### config.mk
export PLATFORM = sky130hd
export DESIGN_NAME = sar_status_regs
export DESIGN_NICKNAME = d
export VERILOG_FILES = /design/src/include/sar_pkg.sv /design/src/logic/sar_status_regs.sv
export VERILOG_INCLUDE_DIRS = /design/src /design/src/include
export SDC_FILE = /design/constraint.sdc
export NUM_CORES = 1
export LEC_CHECK = 0
export BUFFER_PORTS_ARGS = -buffer_cell sky130_fd_sc_hd__buf_2
export CORE_MARGIN = 2
export CORE_UTILIZATION = 45
export CTS_CLUSTER_SIZE = 40
export DETAILED_ROUTE_END_ITERATION = 6
export HOLD_SLACK_MARGIN = 0.15
export PLACE_DENSITY_LB_ADDON = 0.1
export SYNTH_ARGS = -nofsm -noshare
export SYNTH_HDL_FRONTEND = slang
export SYNTH_SLANG_ARGS = --single-unit
### constraint.sdc
create_clock -name i_clk -period 5 [get_ports i_clk]
set_clock_uncertainty 0.2 [all_clocks]
set_input_delay 0.25 -clock i_clk [delete_from_list [all_inputs] [get_ports i_clk]]
set_output_delay 0.25 -clock i_clk [all_outputs]
set_load 0.02 [all_outputs]
### src/include/sar_defines.svh
// offsets, field positions, reset values and masks for the serial autoneg status bank
`ifndef SAR_DEFINES_SVH
`define SAR_DEFINES_SVH

// register indexes; byte address is four times the index
`define SAR_IDX_LINK_STATUS   4'h1
`define SAR_IDX_ADVERT        4'h4
`define SAR_IDX_PARTNER       4'h5
`define SAR_IDX_CONTROL       4'h8
`define SAR_IDX_IRQ_STATUS    4'h9
`define SAR_IDX_IRQ_MASK      4'ha

// status register fields
`define SAR_ST_ANEG_DONE      5
`define SAR_ST_LINK           2

// advertisement / partner fields
`define SAR_AD_LINK           15
`define SAR_AD_ACK            14
`define SAR_AD_DUPLEX         12
`define SAR_AD_SPD_HI         11
`define SAR_AD_SPD_LO         10
`define SAR_AD_TX_PAUSE       9
`define SAR_AD_RX_PAUSE       8
`define SAR_AD_FIBER          7
`define SAR_AD_FIXED          16'h0001
`define SAR_MEDIA_PARTNER_MSK 16'hdf80

// control register fields
`define SAR_CTL_MEDIA_MODE    0
`define SAR_CTL_PAUSE_EN      1
`define SAR_CTL_MASK          16'h0003
`define SAR_CTL_RESET         16'h0002

// interrupt event bits
`define SAR_EV_LINK_DOWN      0
`define SAR_EV_LINK_UP        1
`define SAR_EV_PAGE           2
`define SAR_EV_ANEG_DONE      3
`define SAR_EV_MASK           16'h000f

`endif

### src/include/sar_pkg.sv
// types for the serial autoneg status bank
package sar_pkg;

  // resolved speed code
  typedef enum logic [1:0] {
    SAR_SPD_10   = 2'h0,
    SAR_SPD_100  = 2'h1,
    SAR_SPD_1000 = 2'h2,
    SAR_SPD_RSVD = 2'h3
  } sar_speed_t;

  // local link state that feeds the advertisement word
  typedef struct packed {
    logic       copper_link;
    logic       full_duplex;
    sar_speed_t speed;
    logic       tx_pause;
    logic       rx_pause;
    logic       fiber;
  } sar_local_t;

  // serial link events from the negotiation engine
  typedef struct packed {
    logic        link_up;
    logic        aneg_done;
    logic        page_valid;
    logic [15:0] page_word;
  } sar_link_t;

  // wishbone request
  typedef struct packed {
    logic        cyc;
    logic        stb;
    logic        we;
    logic [3:0]  sel;
    logic [31:0] adr;
    logic [31:0] dat;
  } sar_wb_req_t;

  // all state of the bank
  typedef struct packed {
    logic        link_latch;
    logic        aneg_done;
    logic        link_prev;
    logic [15:0] partner;
    logic [15:0] control;
    logic [15:0] irq_status;
    logic [15:0] irq_mask;
    logic        ack;
    logic        err;
    logic [31:0] rdata;
    logic        irq;
  } sar_state_t;

endpackage : sar_pkg

### src/logic/sar_status_regs.sv
// serial autoneg status, advertisement and partner ability registers, wishbone slave
// Function
// (RQ1) negotiation complete bit set only on true completion
// (RQ2) link bit latches low until read
// (RQ3) host reads twice for present link
// (RQ4) system layouts apply while mode is zero
// (RQ5) advert bit 15 shows copper link
// (RQ6) advert bit 12 shows resolved duplex
// (RQ7) advert bits 11:10 encode resolved speed
// (RQ8) pause and fiber bits forced zero unless enabled
// (RQ9) acknowledge cleared on link loss, loaded from page
// (RQ10) media partner bit 15 from code word
// (RQ11) media partner bit 12 from code word
// (RQ12) media partner speed from code word bits
// (RQ13) media partner bits 9:7 from code word
// (RQ14) mode bit zero system, one media
// (RQ15) reserved bits read zero, writes ignored
//
// The Wishbone register port was chosen for this implementation.
`timescale 1ns/1ns
`include "sar_defines.svh"

module sar_status_regs
  import sar_pkg::*;
(
  input  wire logic        i_clk,
  input  wire logic        i_sys_rst,
  input  wire logic        i_sw_rst,
  input  wire logic        i_aneg_enable,
  input  wire logic        i_aneg_bypassed,
  input  wire sar_local_t  i_local,
  input  wire sar_link_t   i_link,
  input  wire logic        i_wb_cyc,
  input  wire logic        i_wb_stb,
  input  wire logic        i_wb_we,
  input  wire logic [3:0]  i_wb_sel,
  input  wire logic [31:0] i_wb_adr,
  input  wire logic [31:0] i_wb_dat,
  output logic [31:0]      o_wb_dat,
  output logic             o_wb_ack,
  output logic             o_wb_err,
  output logic             o_irq,
  output logic             o_media_mode
);

  sar_state_t  st;
  sar_state_t  next_st;
  sar_wb_req_t req;
  logic        access;
  logic [3:0]  idx;
  logic        mapped;
  logic        media;
  logic        pause_en;
  logic [15:0] advert;
  logic [15:0] status_word;
  logic [15:0] partner_view;
  logic [15:0] rd_word;
  logic [15:0] events;
  logic [15:0] wr_lo;
  logic        link_fall;
  logic        link_rise;

  // bundle the bus inputs for decoding
  assign req    = '{cyc: i_wb_cyc, stb: i_wb_stb, we: i_wb_we, sel: i_wb_sel, adr: i_wb_adr, dat: i_wb_dat};
  // one access per strobe; ack or err drops the cycle after it is given,
  // so a refused request still standing at that edge is not taken twice
  assign access = req.cyc & req.stb & ~st.ack & ~st.err;
  assign idx    = req.adr[5:2];
  assign wr_lo  = {req.sel[1] ? req.dat[15:8] : 8'h00, req.sel[0] ? req.dat[7:0] : 8'h00};

  // mode and pause enable come from the control register
  assign media    = st.control[`SAR_CTL_MEDIA_MODE]; // RQ14
  assign pause_en = st.control[`SAR_CTL_PAUSE_EN];

  // advertisement word follows the local resolution live
  always_comb begin
    advert                  = `SAR_AD_FIXED; // RQ15
    advert[`SAR_AD_LINK]    = i_local.copper_link; // RQ5
    advert[`SAR_AD_DUPLEX]  = i_local.full_duplex; // RQ6
    advert[`SAR_AD_SPD_HI]  = i_local.speed[1]; // RQ7
    advert[`SAR_AD_SPD_LO]  = i_local.speed[0]; // RQ7
    advert[`SAR_AD_TX_PAUSE] = pause_en & i_local.tx_pause; // RQ8
    advert[`SAR_AD_RX_PAUSE] = pause_en & i_local.rx_pause; // RQ8
    advert[`SAR_AD_FIBER]    = pause_en & i_local.fiber; // RQ8
  end

  // status word: only the two live bits, reserved bits zero
  always_comb begin
    status_word                     = 16'h0000; // RQ15
    status_word[`SAR_ST_ANEG_DONE]  = st.aneg_done;
    status_word[`SAR_ST_LINK]       = st.link_latch; // RQ2
  end

  // system layout exposes only the acknowledge bit
  assign partner_view = media ? (st.partner & `SAR_MEDIA_PARTNER_MSK)
                              : (st.partner & (16'h0001 << `SAR_AD_ACK)); // RQ4

  // register mux; unmapped indexes answer with err
  always_comb begin
    rd_word = 16'h0000;
    mapped  = 1'b1;
    unique case (idx)
      `SAR_IDX_LINK_STATUS: rd_word = status_word;
      `SAR_IDX_ADVERT:      rd_word = media ? 16'h0000 : advert; // RQ4
      `SAR_IDX_PARTNER:     rd_word = partner_view;
      `SAR_IDX_CONTROL:     rd_word = st.control;
      `SAR_IDX_IRQ_STATUS:  rd_word = st.irq_status;
      `SAR_IDX_IRQ_MASK:    rd_word = st.irq_mask;
      default:              mapped  = 1'b0;
    endcase
  end

  assign link_fall = st.link_prev & ~i_link.link_up;
  assign link_rise = ~st.link_prev & i_link.link_up;

  // event vector for the sticky interrupt bits
  always_comb begin
    events                     = 16'h0000;
    events[`SAR_EV_LINK_DOWN]  = link_fall;
    events[`SAR_EV_LINK_UP]    = link_rise;
    events[`SAR_EV_PAGE]       = i_link.page_valid & i_link.link_up;
    events[`SAR_EV_ANEG_DONE]  = i_link.aneg_done & i_aneg_enable & ~i_aneg_bypassed & ~st.aneg_done;
  end

  // next state of the whole bank
  always_comb begin
    next_st           = st;
    next_st.link_prev = i_link.link_up;
    next_st.ack       = access;
    next_st.err       = 1'b0;

    // latch low: a read of the status word re-arms it to the live level
    if (access & ~req.we & mapped & (idx == `SAR_IDX_LINK_STATUS)) begin
      next_st.link_latch = i_link.link_up; // RQ2
    end
    // a drop always wins over the re-arm so no loss is missed
    if (~i_link.link_up) begin
      next_st.link_latch = 1'b0; // RQ2
    end

    // completion only from real negotiation, never from bypass or disabled
    next_st.aneg_done = i_link.link_up & i_aneg_enable & ~i_aneg_bypassed
                        & (st.aneg_done | i_link.aneg_done); // RQ1

    // partner word: cleared on link loss, loaded on base page
    if (~i_link.link_up) begin
      next_st.partner = 16'h0000; // RQ9
    end else if (i_link.page_valid) begin
      next_st.partner[`SAR_AD_ACK]     = i_link.page_word[`SAR_AD_ACK]; // RQ9
      next_st.partner[`SAR_AD_LINK]    = i_link.page_word[`SAR_AD_LINK]; // RQ10
      next_st.partner[`SAR_AD_DUPLEX]  = i_link.page_word[`SAR_AD_DUPLEX]; // RQ11
      next_st.partner[`SAR_AD_SPD_HI]  = i_link.page_word[`SAR_AD_SPD_HI]; // RQ12
      next_st.partner[`SAR_AD_SPD_LO]  = i_link.page_word[`SAR_AD_SPD_LO]; // RQ12
      // partners without enhanced negotiation send zeros here
      next_st.partner[`SAR_AD_TX_PAUSE] = i_link.page_word[`SAR_AD_TX_PAUSE]; // RQ13
      next_st.partner[`SAR_AD_RX_PAUSE] = i_link.page_word[`SAR_AD_RX_PAUSE]; // RQ13
      next_st.partner[`SAR_AD_FIBER]    = i_link.page_word[`SAR_AD_FIBER]; // RQ13
    end

    // writes land only on the writable control and interrupt registers
    if (access & req.we & mapped) begin
      unique case (idx)
        `SAR_IDX_CONTROL:    next_st.control  = wr_lo & `SAR_CTL_MASK;
        `SAR_IDX_IRQ_STATUS: next_st.irq_status = st.irq_status & ~wr_lo;
        `SAR_IDX_IRQ_MASK:   next_st.irq_mask = wr_lo & `SAR_EV_MASK;
        default:             next_st.control  = st.control; // RQ15
      endcase
    end
    // set beats the write-one clear in the same cycle
    next_st.irq_status = next_st.irq_status | events;

    // read data registered with the ack
    next_st.rdata = {16'h0000, rd_word};
    if (access & ~mapped) begin
      next_st.err   = 1'b1;
      next_st.ack   = 1'b0;
      next_st.rdata = 32'h0000_0000;
    end
    next_st.irq = |(next_st.irq_status & next_st.irq_mask);

    // software reset clears link latch, completion and partner word but keeps configuration and the sticky interrupt status
    if (i_sw_rst) begin
      next_st.link_latch = 1'b0;
      next_st.aneg_done  = 1'b0;
      next_st.partner    = 16'h0000;
    end
  end

  // state register with synchronous reset
  always_ff @(posedge i_clk) begin
    if (i_sys_rst) begin
      st         <= '0;
      st.control <= `SAR_CTL_RESET;
    end else begin
      st <= next_st;
    end
  end

  assign o_wb_dat     = st.rdata;
  assign o_wb_ack     = st.ack;
  assign o_wb_err     = st.err;
  assign o_irq        = st.irq;
  assign o_media_mode = media;

endmodule : sar_status_regs

==> out/metrics.cfg, run 1 <==
[outcome]
status=completed

[final_layout]
area_delta_synth_final_pct=28.57
layout-drive-gt1-share=0.2233
diodes=0
nNetsFinal=501
instances_no_fill=478
n_fill_cell=570
final_util=0.6074
final_area_sq_um=3660

[yosys]
synth_cells=311
synth_top_area_frac=0.4501
synthFlopType=dfxtp_1
ys_seq_area_frac=0.4501
synthArstFlopShare=0
synth_edf_count=0
ys_ff_latch=64
avgSynthCellArea_sq_um=9.153
ys_top_cells_by_area=dfxtp_1 (45%), buf_4 (9.0%), nor2_1 (5.4%), mux2i_1 (4.9%), and2_1 (3.5%)
synth_area_leader_cell=dfxtp_1
synth_area_sq_um=2846
ys_warn_count=0
synth.distinct_cells=47

[floorplan]
rows=28
pin_count=138
core-area_sq_um=6026
dieArea_sq_um=6978
die_x_um=83.54
die_h_um=83.54
initial_core_util=0.4724

[timing]
hold_viol=0
relSlewSlack=0.4433
rsz0062_at_grt=no
period_needed_ns=2.720
fin_tns_setup_ns=0
max_clock_freq_ghz=0.3677
fin_crit_sh=0.5439
hold-worst-slack_ns=0.1548
setup_ws_ns=2.280
setup_viol=0
slew_viol_final=0
tightest_slew_ns=0.8281

[routing]
dr.first_iter.drc_count=155
drtAntennaViolNets=0
avgViaCountPerCell=5.190
drc_errors=0
drt-wirelength-per-cell_um=15.10
routed-via-count=2481
dr.pass1.iters=5
routed_wl_um=7217

[clock_network]
cts-root-buf=clkbuf_8
clk-insertion-delay-late_ns=0.34
cts_max_path_buffers=2
cts.sinks=64
cts_setup_buffers=0
cts.htree.levels=3
path_clk_slew_ns=0.07
cts_tree=yes
cts_inserted_buffers=9

[placement]
numPlacedInstances=421
dp_hpwl_um=4755
portBuffers=67
gp_congestion=0.8030
pre_cts_ws_ns=2.521
placed_area_sq_um=3019

[hold_path]
hp-class=in2reg

[power_and_ir_drop]
ir_worst_vdd_uv=239.5
p_leak_nw=1.513
power_mw=1.122
power_density_nw_per_um2=306.6

[critical_path]
crit_type=in2reg
cp.required_ns=5.03
start_kind=primary input
path_max_fanout=10
setup.worst_path.end_class=register
arrival_ns=2.75

[global_routing]
antenna_found_initial=0
grtUsageTotal=0.2145
grt_max_degree=28
grt_pass1_vias=2383
grt.overflow.total=0
grt_pass1_wl_um=11750

[flow_run]
cap_violations=0

-- cells by family (layout without fill, tap and decap cells) --
kind of cell,count (synthesis),after routing,share of synthesized area
buffers and inverters,52,129,0.1191
muxes,14,14,0.04923
and+or+nand+nor,120,120,0.2299
AOI/OAI and AO/OA,60,60,0.1503
DFF,64,64,0.4501
other,1,16,0.001317
-- synthesized netlist by cell type, types with 5 or more instances --
| master | count |
|---|---|
| a21oi_1 | 15 |
| a222oi_1 | 5 |
| clkbuf_1 | 12 |
| and2_1 | 16 |
| a22oi_1 | 13 |
| nor2b_1 | 10 |
| buf_4 | 34 |
| nand2_1 | 17 |
| nand3_1 | 10 |
| nand2b_1 | 6 |
| nor2_1 | 41 |
| mux2i_1 | 14 |
| dfxtp_1 | 64 |
-- critical path, stage by stage --
cell and delay [ns]:
dlygate4sd3_1 0.52, buf_2 0.16, nand2b_1 0.16, a21oi_1 0.10, o21bai_1 0.62, buf_4 0.32
nor3_1 0.07, dlygate4sd3_1 0.54
-- final timing paths --
path / startpoint / endpoint / slack (ns) / cells past startpoint
worst max-delay path: i_wb_adr[5] / o_wb_dat[1]$_SDFF_PP0_ / 2.28 / 8
worst min-delay path: i_link[16] / st[98]$_SDFFE_PP0P_ / 0.15 / 3
worst max register to register: o_wb_ack$_SDFF_PP0_ / o_irq$_SDFF_PP0_ / 2.69 / 6
worst min register to register: st[66]$_SDFF_PP0_ / st[66]$_SDFF_PP0_ / 0.24 / 2
-- layer usage --
layer	vias up	GRT usage	wire [um]
li1	1233	-	-
met1	1142	0.2808	3362
met2	95	0.3446	3340
met3	11	0.06133	422
met4	0	0.06598	92
met5	-	0	0
-- area by class of cell --
type                       count  area [sq um]  area share
inverter                       3         11.26    0.003077
sequential                    64          1281      0.3501
clock inverter                 3         65.06     0.01778
multi-input combinational    210          1282      0.3504
timing repair buffer         111         770.7      0.2106
clock buffer                  12         155.1     0.04239
tap                           75         93.84     0.02564
-- report_power, final --
group          internal (mW)  switching, mW
logic                 0.0478         0.0569
clock network          0.305          0.195
registers              0.514        0.00260
total                  0.867          0.255
-- cells in the final DEF, fill, tap and decap left out, types with 5 or more instances in the layout --
master / netlist / routed
a222oi_1: 5 / 5
buf_2: 1 / 67
nor2_1: 41 / 41
dlygate4sd3_1: 0 / 42
and2_1: 16 / 16
a21oi_1: 15 / 15
dfxtp_1: 64 / 64
mux2i_1: 14 / 14
nand3_1: 10 / 10
nor2b_1: 10 / 10
nand2b_1: 6 / 6
nand2_1: 17 / 17
a22oi_1: 13 / 13
conb_1: 1 / 16
clkbuf_8: 0 / 11
-- sequential cells by signal, indices dropped and copies added (netlist names) --
| signal | flops |
|---|---|
| o_media_mode | 1 |
| st | 43 |
| o_wb_err | 1 |
| pause_en | 1 |
| o_wb_dat | 16 |
| o_irq | 1 |
| o_wb_ack | 1 |
-- what timing repair did --
action,CTS,global route
hold buffers,42,0
gates resized for setup,0,0
hold endpoints to repair,40,0
(Power assumes the default switching activity.)
==> inputs of run 2 (changes only) <==
==> constraint.sdc (replaced) <==
create_clock -name i_clk -period 2.7 [get_ports i_clk]
set_clock_uncertainty 0.2 [all_clocks]
set_input_delay 0.135 -clock i_clk [delete_from_list [all_inputs] [get_ports i_clk]]
set_output_delay 0.135 -clock i_clk [all_outputs]
set_load 0.02 [all_outputs]
==> run 2 against run 1 <==
Effect of this change: first-iteration DRC count rose by 15%; cell count up 6.5%; worst setup slack worse by 2.1 ns; hold slack improved by 0.034 ns; core utilization grew 5.1 points; non-clock buffer count increased by 31; die area unchanged; critical path type unchanged; largest cell class unchanged.
==> out/metrics.cfg, run 2 (synthesized netlist as in run 1, its figures left out) <==
[floorplan]
rows=28
pin_count=138
dieArea_sq_um=6978
initial_core_util=0.4724
die_x_um=83.54
die_h_um=83.54
core-area_sq_um=6026

[global_routing]
grtUsageTotal=0.2292
antenna_found_initial=0
grt_max_degree=28
grt_pass1_wl_um=12720
grt.overflow.total=0
grt_pass1_vias=2657

[routing]
avgViaCountPerCell=5.187
dr.pass1.iters=5
routed-via-count=2640
drt-wirelength-per-cell_um=15.48
routed_wl_um=7878
dr.first_iter.drc_count=178
drtAntennaViolNets=0
drc_errors=0

[timing]
rsz0062_at_grt=no
setup_viol=0
hold_viol=0
fin_crit_sh=0.9344
slew_viol_final=0
relSlewSlack=0.3986
setup_ws_ns=0.1770
fin_tns_setup_ns=0
period_needed_ns=2.523
tightest_slew_ns=0.8946
max_clock_freq_ghz=0.3964

[clock_network]
cts-root-buf=clkbuf_8
cts_tree=yes
cts_setup_buffers=0
clk-insertion-delay-late_ns=0.33
path_clk_slew_ns=0.07
cts_max_path_buffers=2
cts.htree.levels=3
cts.sinks=64
cts_inserted_buffers=9

[final_layout]
regMostFlops=st
area_delta_synth_final_pct=39.38
instances_no_fill=509
multi_input_area_sq_um=1282
layout-drive-gt1-share=0.2097
nNetsFinal=532
diodes=0
n_fill_cell=513
largest_reg_flops=43
mostFrequentLayoutCells=dlygate4sd3_1 (72), buf_2 (67), dfxtp_1 (64), nor2_1 (41), nand2_1 (17)
seqCellArea_sq_um=1281
final_common_cell=dlygate4sd3_1

[flow_run]
cap_violations=0

[power_and_ir_drop]
p_leak_nw=1.631
power_mw=2.101
power_density_nw_per_um2=529.5
ir_worst_vdd_uv=400.2

[critical_path]
crit_start=i_wb_adr[2]
start_kind=primary input
setup.worst_path.end_class=register
arrival_ns=2.51
path_max_fanout=9
crit_type=in2reg
reg2reg_from=o_wb_err$_SDFF_PP0_
cp.required_ns=2.69

[hold_path]
hp-class=in2reg
holdCritStartpoint=i_wb_stb

[placement]
pre_cts_ws_ns=0.3898
dp_hpwl_um=4798
gp_congestion=0.8240
portBuffers=67
numPlacedInstances=422

[outcome]
status=completed

run 2: cell types whose count changed in the layout (fill, tap and decap cells not counted):
cell / before / now
buf_4: 2 / 3
dlygate4sd3_1: 42 / 72
run 2: worst paths after layout:
kind,endpoint,slack [ns],cells past startpoint
max,o_irq$_SDFF_PP0_,0.18,8
min,o_wb_ack$_SDFF_PP0_,0.19,4
max reg2reg,pause_en$_SDFFE_PP1P_,0.32,5
min reg2reg,st[57]$_SDFF_PP0_,0.25,2
run 2: layout make-up:
class | instances | share of cell area
Inverter | 3 | 0.002838
Clock inverter | 3 | 0.01640
Timing Repair Buffer | 142 | 0.2718
Clock buffer | 12 | 0.03910
Sequential cell | 64 | 0.3229
Tap cell | 75 | 0.02365
Multi-Input combinational cell | 210 | 0.3232
run 2: metrics by stage:
step,util,hold slack (ns),area [sq um]
final,0.6584,0.1891,3968
after CTS,0.6584,0.1760,3968
after detailed placement,0.5023,0.1223,3027
after floorplan,-,0.01174,2903
after global placement,0.5023,0.1161,3027
after global routing,0.6584,0.1819,3968
run 2: power breakdown:
part	leakage, nW	switching (mW)	internal [mW]	total [mW]
clock network	0.112	0.360	0.565	0.925
logic	1.00	0.111	0.107	0.218
registers	0.517	0.00533	0.953	0.958
run 2: timing repair:
action                    4_1_cts  5_1_grt
gates resized for setup         0        0
hold endpoints to repair       45        0
hold buffers                   72        0
run 2: routing by layer:
layer | share of wire | up-vias | GRT usage
li1 | - | 1290 | -
met1 | 0.45 | 1238 | 0.2966
met3 | 0.065 | 10 | 0.05935
met2 | 0.47 | 102 | 0.3724
met4 | 0.014 | 0 | 0.07918
met5 | 0 | - | 0
run 2: critical path, cell delays in order:
cell and delay, ns:
dlygate4sd3_1 0.53, buf_2 0.20, nor4bb_4 0.39, and3_4 0.30, mux2i_1 0.27, o22ai_1 0.15, nor4_1 0.38, a31oi_1 0.16
==> inputs of run 3 (changes only) <==
--- a/config.mk
+++ b/config.mk
@@ -8,10 +8,11 @@
 export LEC_CHECK = 0
 export BUFFER_PORTS_ARGS = -buffer_cell sky130_fd_sc_hd__buf_2
 export CORE_MARGIN = 2
-export CORE_UTILIZATION = 45
+export CORE_UTILIZATION = 41
 export CTS_CLUSTER_SIZE = 40
 export DETAILED_ROUTE_END_ITERATION = 6
 export HOLD_SLACK_MARGIN = 0.15
+export MAX_ROUTING_LAYER = met4
 export PLACE_DENSITY_LB_ADDON = 0.1
 export SYNTH_ARGS = -nofsm -noshare
 export SYNTH_HDL_FRONTEND = slang
==> constraint.sdc (replaced) <==
create_clock -name i_clk -period 2.2 [get_ports i_clk]
set_clock_uncertainty 0.2 [all_clocks]
set_input_delay 0.11 -clock i_clk [delete_from_list [all_inputs] [get_ports i_clk]]
set_output_delay 0.11 -clock i_clk [all_outputs]
set_load 0.02 [all_outputs]
==> run 3 against run 2 <==
Effect of this change: the flow now finishes with violations (hold timing); count of clock-buffer cells in the layout decreased by 3; first-iteration DRC count decreased by 26%; non-clock buffer count increased by 13; routed wire length increased by 0.13%; die area increased by 9.3%.
==> out/metrics.cfg, run 3 (synthesized netlist as in run 1, its figures left out) <==
[outcome]
status=complete, but fails checks
failed_checks=hold timing

[timing]
max_clock_freq_ghz=0.4702
fin_tns_setup_ns=0
fin_crit_sh=0.9668
relSlewSlack=0.6330
setup_viol=0
tightest_slew_ns=0.5493
hold_viol=10
slew_viol_final=0
period_needed_ns=2.127
hold-worst-slack_ns=-0.01922
rsz0062_at_grt=yes

[routing]
dr.pass1.iters=4
routed-via-count=2688
drtAntennaViolNets=0
drt-wirelength-per-cell_um=14.94
drc_errors=0
dr.first_iter.drc_count=131
routed_wl_um=7888
avgViaCountPerCell=5.091

[clock_network]
cts_setup_buffers=0
cts_tree=yes
cts_max_path_buffers=2
path_clk_slew_ns=0.07
cts.htree.levels=3
cts-root-buf=clkbuf_8
cts.sinks=64
cts_inserted_buffers=9
clk-insertion-delay-late_ns=0.34

[power_and_ir_drop]
power_mw=2.348
combPwrFrac=0.126
p_int_mw=1.728
power_density_nw_per_um2=583.6
p_clk_frac=0.373
ir_worst_vdd_uv=372.8
switching_share=0.2639
p_sw_mw=0.6196
seqPwrFrac=0.501
p_leak_nw=1.672

[floorplan]
dieArea_sq_um=7625
pin_count=138
die_x_um=87.32
core-area_sq_um=6756
rows=30
initial_core_util=0.4213
die_h_um=87.32

[global_routing]
grt_pass1_vias=2607
grt.overflow.total=0
grtUsageTotal=0.2219
grt_max_degree=21
antenna_found_initial=0
grt_pass1_wl_um=12590

[critical_path]
crit_type=reg2reg
start_kind=register
setup.worst_path.end_class=register
arrival_ns=2.14
path_max_fanout=6
reg2reg_depth=7
cp.required_ns=2.22

[flow_run]
cap_violations=0

[final_layout]
mostFrequentLayoutCells=buf_2 (67), dfxtp_1 (64), dlygate4sd3_1 (62), nor2_1 (41), buf_4 (25)
diodes=0
nNetsFinal=545
final_area_sq_um=4023
final_util=0.5954
area_delta_synth_final_pct=41.32
layout-drive-gt1-share=0.2679
final_common_cell=buf_2
n_fill_cell=642
regMostFlops=st
largest_reg_flops=43

[placement]
placed_area_sq_um=3206
gp_congestion=0.8571
portBuffers=67
dp_hpwl_um=5212

[hold_path]
whs_path_depth=2
hp-class=in2reg

==> run 3: changes by cell type in the layout (fill, tap and decap cells not counted), moves of 2 or more <==
| cell | before | now |
|---|---|---|
| dlygate4sd3_1 | 72 | 62 |
| clkbuf_8 | 11 | 9 |
| a21boi_1 | 0 | 2 |
| buf_4 | 3 | 25 |
| clkinvlp_4 | 0 | 4 |
| a21boi_0 | 3 | 1 |
| bufinv_16 | 2 | 0 |
==> run 3: worst paths after layout <==
check | from | end | slack [ns]
setup / recovery | o_wb_err$_SDFF_PP0_ | st[57]$_SDFF_PP0_ | 0.07
hold / removal | i_sys_rst | st[64]$_SDFF_PP0_ | -0.02
setup reg to reg | o_wb_err$_SDFF_PP0_ | st[57]$_SDFF_PP0_ | 0.07
hold reg to reg | st[66]$_SDFF_PP0_ | st[66]$_SDFF_PP0_ | 0.24
==> run 3: layout make-up <==
cell class,instances,area [sq um],share of cell area
multi-input cells,210,1303,0.3238
flip-flops and latches,64,1281,0.3185
inverters,3,11.26,0.002799
clock inverters,7,48.80,0.01213
well taps,80,100.1,0.02488
clock buffers,9,123.9,0.03079
repair buffers,155,1155,0.2871
==> run 3: power by group through the flow <==
stage	Clock, mW	Combinational, mW	Sequential (mW)
floorplan	0	0.135	1.20
global placement	0	0.207	1.20
detailed placement	0	0.207	1.20
CTS	0.897	0.286	1.17
global route	0.947	0.321	1.18
finish	0.877	0.296	1.18
==> run 3: repair_timing <==
item | CTS | global route
hold buffers | 61 | 1
setup endpoints to repair | 0 | 3
resized for setup | 0 | 8
endpoints found under the hold margin | 46 | 23
==> run 3: worst max-delay path, cell delays in order (launching register included) <==
cell           delay (ns)
dfxtp_1              0.31
and4bb_4             0.38
buf_6                0.13
and3_4               0.18
nand3_1              0.10
dlygate4sd3_1        0.60
nand2_1              0.07
nor2_1               0.03
==> run 3: metal layers <==
metal | track usage | share of wire | wire length (um) | vias to the layer above
met5 | - | 0 | 0 | -
met4 | 0.06014 | 0.0082 | 65 | 0
met3 | 0.04645 | 0.041 | 326 | 9
met2 | 0.3602 | 0.50 | 3931 | 80
met1 | 0.2803 | 0.45 | 3564 | 1276
li1 | - | - | - | 1323
==> run 3: stage by stage <==
stage | setup slack [ns] | std cells
finish | 0.07304 | 528
global route | -0.003768 | 528
CTS | 0.002061 | 527
detailed placement | 0.03029 | 450
global placement | 0.02131 | 450
floorplan | 0.2015 | 326
